$ cat src/cwg_pkg.sv
package cwg_pkg;
   // register word offsets (byte addresses)
   localparam logic [7:0] off_shutdown_source_enable = 8'h00;
   localparam logic [7:0] off_rising_deadband_count = 8'h04;
   localparam logic [7:0] off_falling_deadband_count = 8'h08;
   localparam logic [7:0] off_waveform_clock_select = 8'h0c;
   localparam logic [7:0] off_shutdown_control = 8'h10;
   localparam logic [7:0] off_irq_status = 8'h14;
   localparam logic [7:0] off_irq_clear = 8'h18;
   localparam logic [7:0] off_irq_enable = 8'h1c;
   // field positions of shutdown_control
   localparam int shutdown_bit = 7;
   localparam int restart_bit = 6;
   localparam int level_bd_lsb = 4;
   localparam int level_ac_lsb = 2;
   // widths and reset values
   localparam int source_count = 5;
   localparam int delay_width = 6;
   localparam logic [4:0] source_enable_reset = 5'h00;
   localparam logic [5:0] delay_reset = 6'h00;
   localparam logic [5:0] ctrl_reset = 6'h00;
   // shutdown level codes
   localparam logic [1:0] level_inactive = 2'h0;
   localparam logic [1:0] level_float = 2'h1;
   localparam logic [1:0] level_low = 2'h2;
   localparam logic [1:0] level_high = 2'h3;
   // interrupt status bits
   localparam int irq_shutdown_bit = 0;
   localparam int irq_restart_bit = 1;
   localparam int irq_width = 2;

   typedef struct packed {
      logic [4:0] source_enable;
      logic [5:0] rise_count;
      logic [5:0] fall_count;
      logic clock_select;
      logic restart_enable;
      logic [1:0] pair_bd_shutdown_level;
      logic [1:0] pair_ac_shutdown_level;
      logic [1:0] irq_status;
      logic [1:0] irq_enable;
   } regs_t;

   typedef struct packed {
      logic logic_cell_four_output;
      logic logic_cell_two_output;
      logic comparator_two_output;
      logic comparator_one_output;
      logic remappable_shutdown_pin;
   } sources_t;

   typedef struct packed {
      logic [1:0] value;
      logic [1:0] enable;
   } pair_out_t;
endpackage

$ cat src/deadband_delay.sv
`timescale 1ns/1ps
// delays one edge direction of a level by count to count+1 generator clock periods
module deadband_delay
   import cwg_pkg::*;
#(
   parameter int width = 6,
   parameter bit rising = 1'b1
)
(
   // clock and reset
   input wire logic ref_clk,
   input wire logic rst,
   input wire logic tick,
   // data
   input wire logic data_in,
   input wire logic [width-1:0] count,
   output logic data_out
);
   typedef struct packed {
      logic out;
      logic busy;
      logic [width-1:0] left;
   } state_t;

   state_t cur;
   state_t next_cur;
   logic edge_here;

   assign edge_here = rising ? (data_in && !cur.out) : (!data_in && cur.out);
   assign data_out = cur.out;

   always_comb
   begin
      next_cur = cur;
      if (data_in == cur.out)
      begin
         next_cur.busy = 1'b0;
      end
      else if (count == '0)
      begin
         next_cur.out = data_in;
      end
      else if (!edge_here)
      begin
         next_cur.out = data_in;
      end
      else if (!cur.busy)
      begin
         next_cur.busy = 1'b1;
         next_cur.left = count;
      end
      else if (tick)
      begin
         // count+1 ticks: a partial first period plus count whole ones
         if (cur.left == '0)
         begin
            next_cur.out = data_in;
            next_cur.busy = 1'b0;
         end
         else
         begin
            next_cur.left = cur.left - width'(1);
         end
      end
   end

   always_ff @(posedge ref_clk)
   begin
      if (rst)
      begin
         cur <= '0;
      end
      else
      begin
         cur <= next_cur;
      end
   end
endmodule

$ cat src/cwg_shutdown_deadband.sv
// Design decisions made here: the APB slave port and the register offsets.
`timescale 1ns/1ps
//
// Contract
// Enable bits 4 and 3 admit logic cell four and two shutdown sources.
// Enable bits 2 and 1 admit comparator two and one shutdown sources.
// Enable bit 0 admits the remappable shutdown pin.
// Rising count N delays rising edges N to N+1 generator clocks.
// Falling count N delays falling edges N to N+1 generator clocks.
// Count zero bypasses the delay entirely.
// Unimplemented upper bits ignore writes and read zero.
// All implemented bits reset to zero.
// Shutdown bit reads one while shutdown active; software may set it.
// During shutdown each pair takes its 2-bit level field.
// After shutdown clears, outputs hold until next data rising edge.
// Clock select picks system clock or fast internal oscillator.
// Any enabled active source starts shutdown; disabled ones masked.
module cwg_shutdown_deadband
   import cwg_pkg::*;
(
   // clock and reset
   input wire logic ref_clk,
   input wire logic rst,
   // generator clock enables
   input wire logic system_tick,
   input wire logic internal_fast_oscillator,
   // apb slave
   input wire logic psel,
   input wire logic penable,
   input wire logic pwrite,
   input wire logic [7:0] paddr,
   input wire logic [31:0] pwdata,
   output logic [31:0] prdata,
   output logic pready,
   output logic pslverr,
   // waveform and sources
   input wire logic data_in,
   input wire sources_t sources,
   // outputs to gate drivers
   output pair_out_t pair_ac,
   output pair_out_t pair_bd,
   output logic shutdown_active,
   output logic irq
);
   typedef struct packed {
      regs_t r;
      logic shutdown;
      logic hold;
      logic prev_data;
      logic [31:0] rdata;
      logic err;
      pair_out_t ac;
      pair_out_t bd;
   } state_t;

   state_t cur;
   state_t next_cur;
   logic tick;
   logic dly_rise;
   logic dly_both;
   logic trip;
   logic wr;
   logic rd;
   logic [4:0] enabled_sources;

   function automatic logic mapped(input logic [7:0] a);
      mapped = (a == off_shutdown_source_enable) || (a == off_rising_deadband_count) ||
         (a == off_falling_deadband_count) || (a == off_waveform_clock_select) ||
         (a == off_shutdown_control) || (a == off_irq_status) ||
         (a == off_irq_clear) || (a == off_irq_enable);
   endfunction

   function automatic pair_out_t drive(input logic [1:0] level, input logic run,
                                       input logic active_value);
      pair_out_t p;
      p = '0;
      case (level)
         level_high: p = {2'b11, 2'b11};
         level_low: p = {2'b00, 2'b11};
         level_float: p = {2'b00, 2'b00};
         level_inactive: p = {1'b0, 1'b1, 2'b11};
         default: p = '0;
      endcase
      if (run)
      begin
         p = {active_value, !active_value, 2'b11};
      end
      return p;
   endfunction

   // generator clock: system tick or fast oscillator enable
   assign tick = cur.r.clock_select ? internal_fast_oscillator : system_tick;

   // rising delay applies first, then falling delay on the result
   deadband_delay #(.width(delay_width), .rising(1'b1)) rise_dly (
      .ref_clk(ref_clk),
      .rst(rst),
      .tick(tick),
      .data_in(data_in),
      .count(cur.r.rise_count),
      .data_out(dly_rise)
   );

   deadband_delay #(.width(delay_width), .rising(1'b0)) fall_dly (
      .ref_clk(ref_clk),
      .rst(rst),
      .tick(tick),
      .data_in(dly_rise),
      .count(cur.r.fall_count),
      .data_out(dly_both)
   );

   assign enabled_sources = sources & cur.r.source_enable;
   assign trip = |enabled_sources;
   assign wr = psel && penable && pwrite;
   assign rd = psel && !penable && !pwrite;

   always_comb
   begin
      next_cur = cur;
      next_cur.prev_data = data_in;
      next_cur.err = 1'b0;
      if (rd)
      begin
         next_cur.rdata = '0;
         case (paddr)
            off_shutdown_source_enable: next_cur.rdata[4:0] = cur.r.source_enable;
            off_rising_deadband_count: next_cur.rdata[5:0] = cur.r.rise_count;
            off_falling_deadband_count: next_cur.rdata[5:0] = cur.r.fall_count;
            off_waveform_clock_select: next_cur.rdata[0] = cur.r.clock_select;
            off_shutdown_control:
            begin
               next_cur.rdata[shutdown_bit] = cur.shutdown;
               next_cur.rdata[restart_bit] = cur.r.restart_enable;
               next_cur.rdata[level_bd_lsb +: 2] = cur.r.pair_bd_shutdown_level;
               next_cur.rdata[level_ac_lsb +: 2] = cur.r.pair_ac_shutdown_level;
            end
            off_irq_status: next_cur.rdata[irq_width-1:0] = cur.r.irq_status;
            off_irq_enable: next_cur.rdata[irq_width-1:0] = cur.r.irq_enable;
            default: next_cur.rdata = '0;
         endcase
      end
      if (psel && !penable)
      begin
         next_cur.err = !mapped(paddr);
      end
      if (wr)
      begin
         case (paddr)
            off_shutdown_source_enable: next_cur.r.source_enable = pwdata[4:0];
            off_rising_deadband_count: next_cur.r.rise_count = pwdata[5:0];
            off_falling_deadband_count: next_cur.r.fall_count = pwdata[5:0];
            off_waveform_clock_select: next_cur.r.clock_select = pwdata[0];
            off_shutdown_control:
            begin
               next_cur.shutdown = pwdata[shutdown_bit];
               next_cur.r.restart_enable = pwdata[restart_bit];
               next_cur.r.pair_bd_shutdown_level = pwdata[level_bd_lsb +: 2];
               next_cur.r.pair_ac_shutdown_level = pwdata[level_ac_lsb +: 2];
            end
            off_irq_clear:
               next_cur.r.irq_status = cur.r.irq_status & ~pwdata[irq_width-1:0];
            off_irq_enable: next_cur.r.irq_enable = pwdata[irq_width-1:0];
            default: next_cur.r.irq_status = next_cur.r.irq_status;
         endcase
      end
      // auto-restart clears shutdown once all enabled sources are quiet
      if (cur.shutdown && cur.r.restart_enable && !trip)
      begin
         next_cur.shutdown = 1'b0;
         next_cur.r.irq_status[irq_restart_bit] = 1'b1;
      end
      // trip wins over any clear in the same cycle
      if (trip)
      begin
         next_cur.shutdown = 1'b1;
      end
      if (next_cur.shutdown && !cur.shutdown)
      begin
         next_cur.r.irq_status[irq_shutdown_bit] = 1'b1;
      end
      // outputs hold shutdown levels until a data rising edge after release
      if (next_cur.shutdown)
      begin
         next_cur.hold = 1'b1;
      end
      else if (cur.hold && data_in && !cur.prev_data)
      begin
         next_cur.hold = 1'b0;
      end
      next_cur.ac = drive(cur.r.pair_ac_shutdown_level, !cur.hold, dly_both);
      next_cur.bd = drive(cur.r.pair_bd_shutdown_level, !cur.hold, !dly_both);
   end

   always_ff @(posedge ref_clk)
   begin
      if (rst)
      begin
         cur <= '0;
      end
      else
      begin
         cur <= next_cur;
      end
   end

   assign prdata = cur.rdata;
   assign pready = psel && penable;
   assign pslverr = psel && penable && cur.err;
   assign pair_ac = cur.ac;
   assign pair_bd = cur.bd;
   assign shutdown_active = cur.shutdown;
   assign irq = |(cur.r.irq_status & cur.r.irq_enable);
endmodule

$ cat config.mk
export PLATFORM = sky130hd
export DESIGN_NAME = cwg_shutdown_deadband
export DESIGN_NICKNAME = d
export VERILOG_FILES = /design/src/cwg_pkg.sv /design/src/deadband_delay.sv /design/src/cwg_shutdown_deadband.sv
export SDC_FILE = /design/constraint.sdc
export NUM_CORES = 1
export LEC_CHECK = 0
export BUFFER_PORTS_ARGS = -buffer_cell sky130_fd_sc_hd__buf_2
export CORE_MARGIN = 2
export CORE_UTILIZATION = 30
export DETAILED_ROUTE_END_ITERATION = 8
export PLACE_DENSITY_LB_ADDON = 0.1
export SYNTH_ARGS = -nofsm -noshare
export SYNTH_HDL_FRONTEND = slang
export SYNTH_SLANG_ARGS = --single-unit
$ cat constraint.sdc
create_clock -name ref_clk -period 2.8 [get_ports ref_clk]
set_input_delay 0.14 -clock ref_clk [delete_from_list [all_inputs] [get_ports ref_clk]]
set_output_delay 0.14 -clock ref_clk [all_outputs]
set_load 0.005 [all_outputs]
==> results list, run 1 <==
* Result of the run: finished with violations
- Violations in the final reports: design-rule violations
- Cell type of the slowest stage on the worst timing path: sky130_fd_sc_hd__a21oi_1
- The number of antenna diodes in the final layout is 0.
- Across the run, the number of max-cap violations was 0.
* Final hold vios: 0
* Final total negative setup slack: 0 ns
* Routed via count: 3014
- #FFs+latches synth: 61
- Delay of the slowest critical-path stage: 0.46 ns
- For the pin with the worst max-slew slack, the measured transition is 0.7919 ns.
- In this run the cell area of the synthesized design comes to 3556 sq um.
* Synthesized area per cell: 8.446 sq um
- Cell-by-cell listing of the critical path: inv_1 -> ha_1 -> nand2b_1 -> a21oi_1 -> nand2_1 -> o32ai_1
- Measured against its own limit, the worst slew margin works out to 47.09%.
- In this run the clock root is driven by a sky130_fd_sc_hd__clkbuf_16.
- Max VDD drop: 0.0002099 V
- Gr ovfl total: 0
- For the worst setup path, the data required time is 3.04 ns.
* Final net count: 512
- CTS tree: built
- The floorplan step set the die width to 112.9 microns.
- After synthesis, the most frequently instantiated cells are sky130_fd_sc_hd__dfxtp_1, sky130_fd_sc_hd__buf_4, sky130_fd_sc_hd__nand2_1.
* Final Util: 34.65%
* Number of input and output port buffers inserted: 48
* Routed WL: 9.680 mm
- For this run, asynchronously set or reset flops after synthesis account for 0%.
* Count of flip-flops with a built-in enable after synthesis: 0
* Longest Clk Path Bufs: 2
- Inserted Clock Buffers: 9
- The clock reaches the later pin of the worst-skew pair after 0.33 ns.
* Unrepaired setup endpoints after global routing: false
- Once detailed placement completed, the half-perimeter wirelength came to 7.005 mm.
- Hold is met by 0.05702 ns.
* Top_reg_cell synth: sky130_fd_sc_hd__dfxtp_1
- Largest net degree at the start of global routing: 52
- The worst setup path is captured at a register.
- Clock tree synthesis found a total of 61 sinks.
* Initial Util: 30.88%
- The die is 112.9 microns tall.
* DR vias/cell: 5.066
- Dividing the detail-routed wire length by the instance count gives 16.27 microns.
- Setup violations remaining at the end of the flow were counted as 0.
- Layout overhead on the synthesized area: 12.21%
- Final slew viol count: 0
- The die covers 12740 sq um.
- Of all nets on the critical path, the largest fanout is 8.
- The first routing iteration left 162 violations.
- The first global-routing pass estimated 15.76 mm of wire.
* Floorplan Core Area: 11520 sq um
- Cells taking the most area after synthesis: sky130_fd_sc_hd__dfxtp_1, sky130_fd_sc_hd__mux2i_1, sky130_fd_sc_hd__buf_4
- Setup repair bufs after CTS: 0
- The Yosys step of the flow raised 0 warnings.
- Post-cts hold buffer count: 0
- STA classifies the critical path startpoint as a register.
- Pwr per Cell Area: 519.1 nW/um^2
- Post-route cell area: 3990 sq um
- Cell type with the largest total area after synthesis: sky130_fd_sc_hd__dfxtp_1
- GPL Wtd Cong: 0.7726
- Among all cell types in the netlist, the one instantiated most often is sky130_fd_sc_hd__dfxtp_1.
* Arr. time, crit path: 2.19 ns
* Vias in the first global route: 2914
- After filler insertion, the fill cell instance count of the layout stands at 1221.
* Synth Instances: 421
* Part of the Yosys area used for sequential elements: 34.34%
* I/O pin total: 97
* Maximum level of the CTS H-tree: 3
- Setup Skew: 0.004491 ns
- After detailed placement, the design holds a cell count of 579.
- The first detailed-routing pass took 6 iterations.
* Row Count: 39
* P_leak: 1.517 nW
- In this run the worst hold path is classified as in2reg.
- The number of antenna violations at the first check in global routing was 0.
- Count of placed standard cells in the final layout, fillers left out: 595
- For this run, the top clock speed supported by timing is 0.5132 GHz.
- Clock-pin slew was measured on the worst setup and hold paths at 0.06 ns.
- Across all register-to-register paths, the minimum setup slack is 0.85 ns.
- Placed inst area: 3711 sq um
* Final clock period utilization by the worst path: 69.58%
* Number of routed nets with antenna violations: 0
- # DRC: 8
- Post-cts resize count: 0
- The critical path in this run is classified as reg2reg.
* GRT Util Overall: 15.68%
- Synth cell types: 56
* Tmin final: 1.948 ns
* Share of final-layout standard cells stronger than drive strength 1: 16.59%
* Synth top area share: 34.34%
==> stage by stage <==
| stage | power (mW) | setup slack (ns) |
|---|---|---|
| 3_3_place_gp | 1.035 | 0.7927 |
| 6_report | 2.071 | 0.8516 |
| 4_1_cts | 2.103 | 0.8231 |
| 3_5_place_dp | 1.036 | 0.7992 |
| 2_1_floorplan | 1.004 | 1.189 |
| 5_1_grt | 2.156 | 0.6487 |
==> critical path, delay by kind of cell, from the launching register on <==
family,cells,cell delay (ns)
simple gates,2,0.31
buf+inv,1,0.09
fa+ha+maj,1,0.30
compound gates,2,0.75
flops,1,0.40
==> registers in the layout (all words and copies together) (netlist names) <==
signal,cells
cur,30
prdata,8
fall_dly.cur,7
rise_dly.cur,7
pair_ac,3
pair_bd,3
fall_dly.data_out,1
rise_dly.data_out,1
shutdown_active,1
==> report_power, final <==
group | leakage, nW | switching [mW] | internal (mW)
combinational | 0.896 | 0.0922 | 0.0445
clock | 0.128 | 0.432 | 0.623
sequential | 0.493 | 0.00391 | 0.875
total | 1.52 | 0.528 | 1.54
==> layout by cell type (no fill, tap or decap), types with 11 or more instances in the layout <==
| cell | Yosys | layout |
|---|---|---|
| sky130_fd_sc_hd__buf_2 | 1 | 48 |
| sky130_fd_sc_hd__a21oi_1 | 32 | 32 |
| sky130_fd_sc_hd__nor2_1 | 35 | 35 |
| sky130_fd_sc_hd__mux2i_1 | 33 | 33 |
| sky130_fd_sc_hd__inv_1 | 15 | 15 |
| sky130_fd_sc_hd__dfxtp_1 | 61 | 61 |
| sky130_fd_sc_hd__ha_1 | 12 | 12 |
| sky130_fd_sc_hd__nor3_1 | 11 | 11 |
| sky130_fd_sc_hd__conb_1 | 1 | 24 |
| sky130_fd_sc_hd__nand2_1 | 38 | 38 |
==> metal layers <==
| layer | vias up | global-route usage [%] | routed length [microns] |
|---|---|---|---|
| li1 | 1495 | - | - |
| met1 | 1433 | 20.90 | 4700 |
| met2 | 73 | 25.70 | 4489 |
| met3 | 13 | 2.999 | 360 |
| met4 | 0 | 5.041 | 131 |
| met5 | - | 0 | 0 |
==> layout make-up <==
class | count | area [sq um] | share of cell area, %
sequential | 61 | 1221 | 30.61
multi-input combinational | 306 | 1977 | 49.55
clock buffer | 11 | 242.7 | 6.083
inverter | 17 | 63.81 | 1.599
clock inverter | 5 | 36.28 | 0.9094
timing repair buffer | 52 | 270.3 | 6.773
tap | 143 | 178.9 | 4.484
==> final timing paths <==
path	startpoint	to	depth (start not counted)
max	rise_dly.data_out	fall_dly.cur[5]	6
min	penable	cur[8]	2
max reg2reg	rise_dly.data_out	fall_dly.cur[5]	6
min reg2reg	prdata[6]	prdata[6]	2
==> cells by family after synthesis <==
group	count (synthesis)	synth area share [%]
compound gates	82	15.10
flops	61	34.34
simple gates	149	22.45
mux	36	10.56
other cells	1	0.1055
fa+ha+maj	12	4.222
xor+xnor	3	0.7391
buf+inv	77	12.49
No activity file was read; power rests on OpenSTA's default activity.
==> inputs of run 2 (changes only) <==
Settings changed: ABC_AREA from default to 1.
Clock period 2.8 ns to 1.7 ns, I/O delays scaled along.
==> run 2 against run 1 <==
  * The flow now finishes without violations
  * Design area increased by 3.1%
  * Largest cell class unchanged
  * Setup slack worse by 0.62 ns
  * Die area is 1.3% higher
  * Via count up 3.7%
  * Critical path depth rose by 2
==> results list, run 2 <==
- Result of the run: finished, final reports clean
- The worst path required time was 1.93 ns (-1.11 ns).
* Number of violations reported at the end of detailed-routing iteration 0: 158 (-2.5%)
- Crit start category: register
- The post-synthesis async set-or-reset flop share was 0% (unchanged).
- The maximum cell stage delay along the critical path is 0.38 ns (-0.08 ns).
- The placed standard-cell area was 3777 sq um (+1.8%).
* Final hold vios: 0 (unchanged)
- The TritonCTS sink count is 61 (unchanged).
* Initial Util: 30.38% (-0.50 points)
* Synth cell types: 36 (-36%)
* Final-layout worst hold slack: 0.03810 ns (-0.01892 ns)
* Maximum level of the CTS H-tree: 3 (unchanged)
- The final antenna-violating net count was 0 (unchanged).
- Largest net degree at the start of global routing: 45 (-13%)
- Final total negative setup slack: 0 ns (unchanged)
- Critical Path End Type: register
* Post-route cell area: 4115 sq um (+3.1%)
- Worst min-delay path class: in2reg
- The worst-skew pair later-pin latency was 0.33 ns (about the same).
- Arr. time, crit path: 1.70 ns (-0.49 ns)
* Count of final setup violators: 0 (unchanged)
- The top cell types in the final layout, fill and taps aside, are sky130_fd_sc_hd__nand2_1, sky130_fd_sc_hd__dfxtp_1, sky130_fd_sc_hd__inv_1.
- Die width: 113.6 microns (+0.64%)
- Top_reg_cell synth: sky130_fd_sc_hd__dfxtp_1
* # DRC: 0 (-8)
* Final net count: 610 (+19%)
- The area growth from synthesis to layout is 14.20%.
- Most frequent cells after synthesis: sky130_fd_sc_hd__nand2_1, sky130_fd_sc_hd__dfxtp_1, sky130_fd_sc_hd__inv_1
* Pwr per Cell Area: 918.7 nW/um^2 (+77%)
* Clock-pin slew on the worst setup and hold paths: 0.05 ns (about the same)
* Synthesized area per cell: 7.066 sq um (-16%)
* Longest Clk Path Bufs: 2 (unchanged)
- The number of iterations in the first detailed-routing pass is 4 (-2).
- Pre-CTS setup slack: 0.2197 ns (-0.5795 ns)
- Cell type of the slowest stage on the worst timing path: sky130_fd_sc_hd__dfxtp_1
* Min setup slack post-route: 0.2292 ns (-0.6225 ns)
* Launch instance of the worst register-to-register path: rise_dly.data_out
- Floorplan Core Area: 11860 sq um (+3.0%)
- Master cell of the clock root buffer: sky130_fd_sc_hd__clkbuf_16
- Total number of yosys warnings: 0 (unchanged)
- CTS tree: built
- The number of antenna violations at the first check in global routing was 0 (unchanged).
- Register with the most flip-flops: cur
* Height of the die: 113.6 microns (+0.64%)
- The boundary pin count came to 97 (unchanged).
* DR vias/cell: 4.486 (-11%)
- Setup repair after global routing left no endpoint under its margin.
- Max reg flops: 30 (unchanged)
- P_leak: 2.012 nW (+33%)
- The final max-slew violation count was 0 (unchanged).
- The signal on the critical path passes through inv_1 -> ha_1 -> inv_1 -> nand3_1 -> nor2_1 -> nand2_1 -> nand2_1 -> nor2_1.
* First-pass GRT wire length: 15.30 mm (-2.9%)
- Number of maximum-capacitance constraint violations: 0 (unchanged)
- The total global routing overflow was 0 (unchanged).
- Total Die Area: 12900 sq um (+1.3%)
* Routed via count: 3127 (+3.7%)
- Synth top area share: 33.89% (-0.45 points)
- The fmax is 0.6799 GHz (+32%).
* GPL Wtd Cong: 0.7610 (-1.5%)
- The total of flip-flops plus latches after synthesis came to 61 (unchanged).
- Row Count: 40 (+2.6%)
* Crit Path Max Fanout: 4 (-4)
- The peak supply drop came to 0.0004792 V (+130%).
- Cells taking the most area after synthesis: sky130_fd_sc_hd__dfxtp_1, sky130_fd_sc_hd__nand2_1, sky130_fd_sc_hd__buf_4
- Antenna Cells: 0 (unchanged)
- The overall global routing resource usage is 15.19% (-0.49 points).
* Cell with the most instances after synthesis: sky130_fd_sc_hd__nand2_1
- Post-detail-place hpwl: 6.926 mm (-1.1%)
- Number of input and output port buffers inserted: 48 (unchanged)
- Final Util: 34.69% (+0.046 points)
- The critical path in this run is classified as reg2reg.
- Setup Skew: 0.005416 ns (+0.0009249 ns)
* Worst Min Path Start: pwdata[1]
- Final clock period utilization by the worst path: 86.52% (+17 points)
- The cell count after synthesis came to 510 (+21%).
- Count of flip-flops with a built-in enable after synthesis: 0 (unchanged)
- Crit path launch: rise_dly.data_out
- Vias in the first global route: 3057 (+4.9%)
- Inserted Clock Buffers: 9 (unchanged)
- Tmin final: 1.471 ns (-0.4775 ns)
- Netlist area before placement: 3603 sq um (+1.3%)
* Most frequent standard cell in the layout excluding fill and tap cells: sky130_fd_sc_hd__nand2_1
- The biggest area contributor in the post-synthesis netlist is sky130_fd_sc_hd__dfxtp_1.
- Part of the Yosys area used for sequential elements: 33.89% (-0.45 points)
- The average routed wire per standard cell came to 13.15 microns (-19%).
* Share of final-layout standard cells stronger than drive strength 1: 18.55% (+2.0 points)
* Routed WL: 9.166 mm (-5.3%)
-- run 2: worst max-delay path: cells and delay by family, from the launching register on --
family	cells	cell delay [ns]
adder cells (fa/ha/maj)	1	0.29
flip-flops	1	0.38
AND/OR/NAND/NOR	5	0.50
buffers and inverters	2	0.19
-- run 2: stage by stage --
stage	cells	total power, mW
6_report	697	3.781
5_1_grt	697	3.911
4_1_cts	697	3.830
3_5_place_dp	680	1.791
3_3_place_gp	680	1.788
2_1_floorplan	533	1.743
-- run 2: cells by family after synthesis --
| family | synth area share, % |
|---|---|
| XOR/XNOR | 0.9721 |
| AND/OR/NAND/NOR | 30.14 |
| AO/OA/AOI/OAI | 13.65 |
| flip-flops | 33.89 |
| buffers and inverters | 17.08 |
| other | 0.1041 |
| adder cells (fa/ha/maj) | 4.167 |
-- run 2: timing repair --
action | CTS | global route
endpoints found under the hold margin | 1 | 0
setup buffers | 0 | 0
hold buffers | 1 | 0
resized for setup | 0 | 0
-- run 2: power breakdown --
| part | switching, mW | internal, mW | total (mW) |
|---|---|---|---|
| registers | 0.0148 | 1.46 | 1.48 |
| clock network | 0.657 | 1.36 | 2.02 |
| logic | 0.184 | 0.0993 | 0.283 |
-- run 2: area by class of cell --
class                      instances  area, sq um
inverter                          65        249.0
clock buffer                      13        260.3
sequential                        61         1221
tap                              147        183.9
fill                            1307         7746
clock inverter                     3        67.56
multi-input combinational        355         1853
timing repair buffer              53        280.3
-- run 2: final timing paths --
check	end	slack, ns	depth (start not counted)
worst max-delay path	fall_dly.cur[1]	0.23	8
worst min-delay path	cur[45]	0.04	3
worst max register to register	fall_dly.cur[1]	0.23	8
worst min register to register	prdata[3]	0.46	2
-- run 2: routing by layer --
layer  up-vias  GRT usage (%)  share of wire, %
met5         -              0                 0
met4         0          4.390               1.0
met2        67          25.19                46
met1      1419          19.57                49
met3         6          3.932               3.9
li1       1635              -                 -
==> inputs of run 3 (changes only) <==
Clock period 1.7 ns to 1.2 ns, I/O delays scaled along.
==> run 3 against run 2 <==
  * The flow now finishes with violations (negative setup slack)
  * Global-route usage grew 1.1 points
  * Combinational power is 93% higher
  * Maximum frequency grew 17%
  * Design area grew 14%
  * Wire length rose by 7.3%
  * Sequential cell count unchanged
  * Via count rose by 7.9%
  * Total power grew 33%
  * Largest power group unchanged
==> results list, run 3 (synthesis gave the netlist of run 2 again) <==
- The chip width came to 113.6 microns (unchanged).
- Routed via count: 3374 (+7.9%)
- Clk network pwr share: 47.6% (-5.9 points)
- I/O pin total: 97 (unchanged)
- GRT Util Overall: 16.26% (+1.1 points)
- DR vias/cell: 4.475 (-0.26%)
- Critical path type: reg2reg
- Gr ovfl total: 0 (unchanged)
- GPL Wtd Cong: 0.7840 (+3.0%)
- By instance count, the cell type seen most on the critical path is sky130_fd_sc_hd__nand2_1.
* P_leak: 2.289 nW (+14%)
- The clock slew seen by the registers of the worst setup and hold paths was 0.05 ns (about the same).
- Grouping stages by cell kind, the critical path spends the most delay in simple AND/OR/NAND/NOR gates.
* Violations in the final reports: negative setup slack
- The worst setup path is launched from a register.
- The number of CTS-inserted buffers came to 9 (unchanged).
- Final clock period utilization by the worst path: 104.4% (+18 points)
* Gr busiest metal: met2
- Initial Util: 30.38% (unchanged)
* Number of antenna violations at the first check in global routing: 0 (unchanged)
- Count of TritonRoute iterations in the first routing pass: 4 (unchanged)
- Setup repair after global routing could not meet its margin everywhere.
- The maximum cell stage delay along the critical path was 0.33 ns (-0.05 ns).
* Routed wire length per instance: 13.04 microns (-0.81%)
* Vias in the first global route: 3271 (+7.0%)
- The total setup violations reported at the end of the flow is 14 (+14).
* Sw Share: 26.52% (+3.9 points)
- Cell type of the slowest stage on the worst timing path: sky130_fd_sc_hd__dfxtp_2
- Master cell of the clock root buffer: sky130_fd_sc_hd__clkbuf_16
- The wire length reported by the detailed router is 9.835 mm (+7.3%).
- The wire length of the first global-routing pass came to 16.33 mm (+6.7%).
- Critical Path End Type: register
- Result of the run: finished with violations
- Crit Path Max Fanout: 8 (+4)
* Pwr per Cell Area: 1074 nW/um^2 (+17%)
- Met2 track demand over resource in global routing: 27.43% (+2.2 points)
- The number of H-tree levels came to 3 (unchanged).
- Placed inst area: 4179 sq um (+11%)
* Final hold vios: 0 (unchanged)
* Number of violations reported at the end of detailed-routing iteration 0: 179 (+13%)
- The placeable core region is 11860 sq um (unchanged).
- Number of routed nets with antenna violations: 0 (unchanged)
- Register share of total power: 41.6% (+2.5 points)
* Setup Skew: 0.004989 ns (-0.0004270 ns)
- The shortest period the worst path allows is 1.253 ns (-0.2177 ns).
* Total Die Area: 12900 sq um (unchanged)
- The TritonCTS sink count came to 61 (unchanged).
- Routing usage on met3: 4.410% (+0.48 points)
* Row Count: 40 (unchanged)
- The share of cells above drive strength 1 was 33.77% (+15 points).
- Pre-CTS setup slack: -0.1122 ns (-0.3318 ns)
- Number of maximum-capacitance constraint violations: 0 (unchanged)
- Sw Pwr: 1.338 mW (+56%)
- The maximum buffer depth of the clock tree is 2 (unchanged).
* Number of input and output port buffers inserted: 48 (unchanged)
- Proportion of power drawn by combinational gates: 10.8% (+3.3 points)
- The final worst setup slack came to -0.05319 ns (-0.2823 ns).
- Met1 GRT Util: 20.82% (+1.3 points)
- The tightest min-delay check is of the in2reg type.
- The chip height is 113.6 microns (unchanged).
* Number of buffers and inverters on the critical path: 1 (-1)
* Clock latency on the worst-skew pair: 0.33 ns (about the same)
- TritonCTS built the clock tree.
* Antenna Cells: 0 (unchanged)
* Post-detail-place hpwl: 7.534 mm (+8.8%)
- Max VDD drop: 0.0005678 V (+19%)
* Final net count: 667 (+9.3%)
* Largest net degree at the start of global routing: 22 (-51%)
- cur holds more flip-flops than any other register.
* Arr. time, crit path: 1.48 ns (-0.22 ns)
- Most frequent standard cell in the layout excluding fill and tap cells: sky130_fd_sc_hd__nand2_1
* Achievable frequency: 0.7980 GHz (+17%)
- The internal power of the cells is 3.708 mW (+27%).
- From synthesis to final layout, the design area changed by 30.45%.
- Post-route cell area: 4701 sq um (+14%)
- The DRC violations left came to 0 (unchanged).
* Required time of the worst setup path: 1.42 ns (-0.51 ns)
- Final slew viol count: 0 (unchanged)
* Max reg flops: 30 (unchanged)
- In the layout the commonest cells are sky130_fd_sc_hd__nand2_1, sky130_fd_sc_hd__buf_4, sky130_fd_sc_hd__dfxtp_1.
* Cell-by-cell listing of the critical path: inv_2 -> ha_4 -> nand4_1 -> nand2_1 -> nand2_2 -> nand3_4 -> nand2_1 -> nand2_1 -> nor2_1
[run 3: cell count changes in the layout (fill, tap and decap cells not counted), sizes merged]
cell,previous run,this run
inv,64,65
clkinv,1,5
buf,52,109
bufinv,2,0
clkinvlp,1,2
clkbuf,13,9
[run 3: path summary, 6_finish.rpt]
kind,from,to,slack (ns),depth (start not counted)
hold / removal,pwdata[1],cur[45],0.01,3
hold reg to reg,prdata[4],prdata[4],0.46,2
setup / recovery,fall_dly.cur[0],fall_dly.cur[4],-0.05,9
setup reg to reg,fall_dly.cur[0],fall_dly.cur[4],-0.05,9
[run 3: power by group through the flow]
stage,clock network (mW),registers (mW),logic (mW)
after floorplan,0,2.13,0.342
after global placement,0,2.13,0.466
after detailed placement,0,2.13,0.467
after CTS,2.47,2.10,0.536
after global routing,2.58,2.10,0.610
final,2.40,2.10,0.546
[run 3: metal layers]
layer / wire length (microns) / up-vias
li1: - / 1763
met1: 4621 / 1539
met2: 4752 / 63
met3: 327 / 9
met4: 133 / 0
met5: 0 / -
[run 3: timing repair]
action	4_1_cts	5_1_grt
endpoints found under the setup margin	14	20
resized for setup	33	15
hold buffers	1	0
hold endpoints to repair	1	0
buffers inserted	8	2
pin swaps	25	11
[run 3: layout make-up]
| cell class | instances | area [sq um] |
|---|---|---|
| timing repair buffer | 110 | 753.2 |
| inverter | 65 | 249.0 |
| clock buffer | 9 | 225.2 |
| multi-input combinational | 355 | 2004 |
| fill | 1256 | 7161 |
| tap | 147 | 183.9 |
| sequential | 61 | 1234 |
| clock inverter | 7 | 51.30 |
[run 3: stage by stage]
stage	power [mW]	utilization (%)	TNS (ns)	hold WS, ns	instances
floorplan	2.473	-	0	0.1949	533
global placement	2.600	35.23	-0.8586	0.2866	727
detailed placement	2.602	35.23	-1.174	0.2909	727
CTS	5.104	39.14	-0.2881	0.002744	752
global route	5.289	39.63	-1.974	0.02130	754
finish	5.047	39.63	-0.5172	0.01340	754
[run 3: worst min-delay path, stage by stage]
cell,delay (ns)
sky130_fd_sc_hd__buf_2,0.10
sky130_fd_sc_hd__nand3_1,0.07
sky130_fd_sc_hd__a21oi_1,0.06
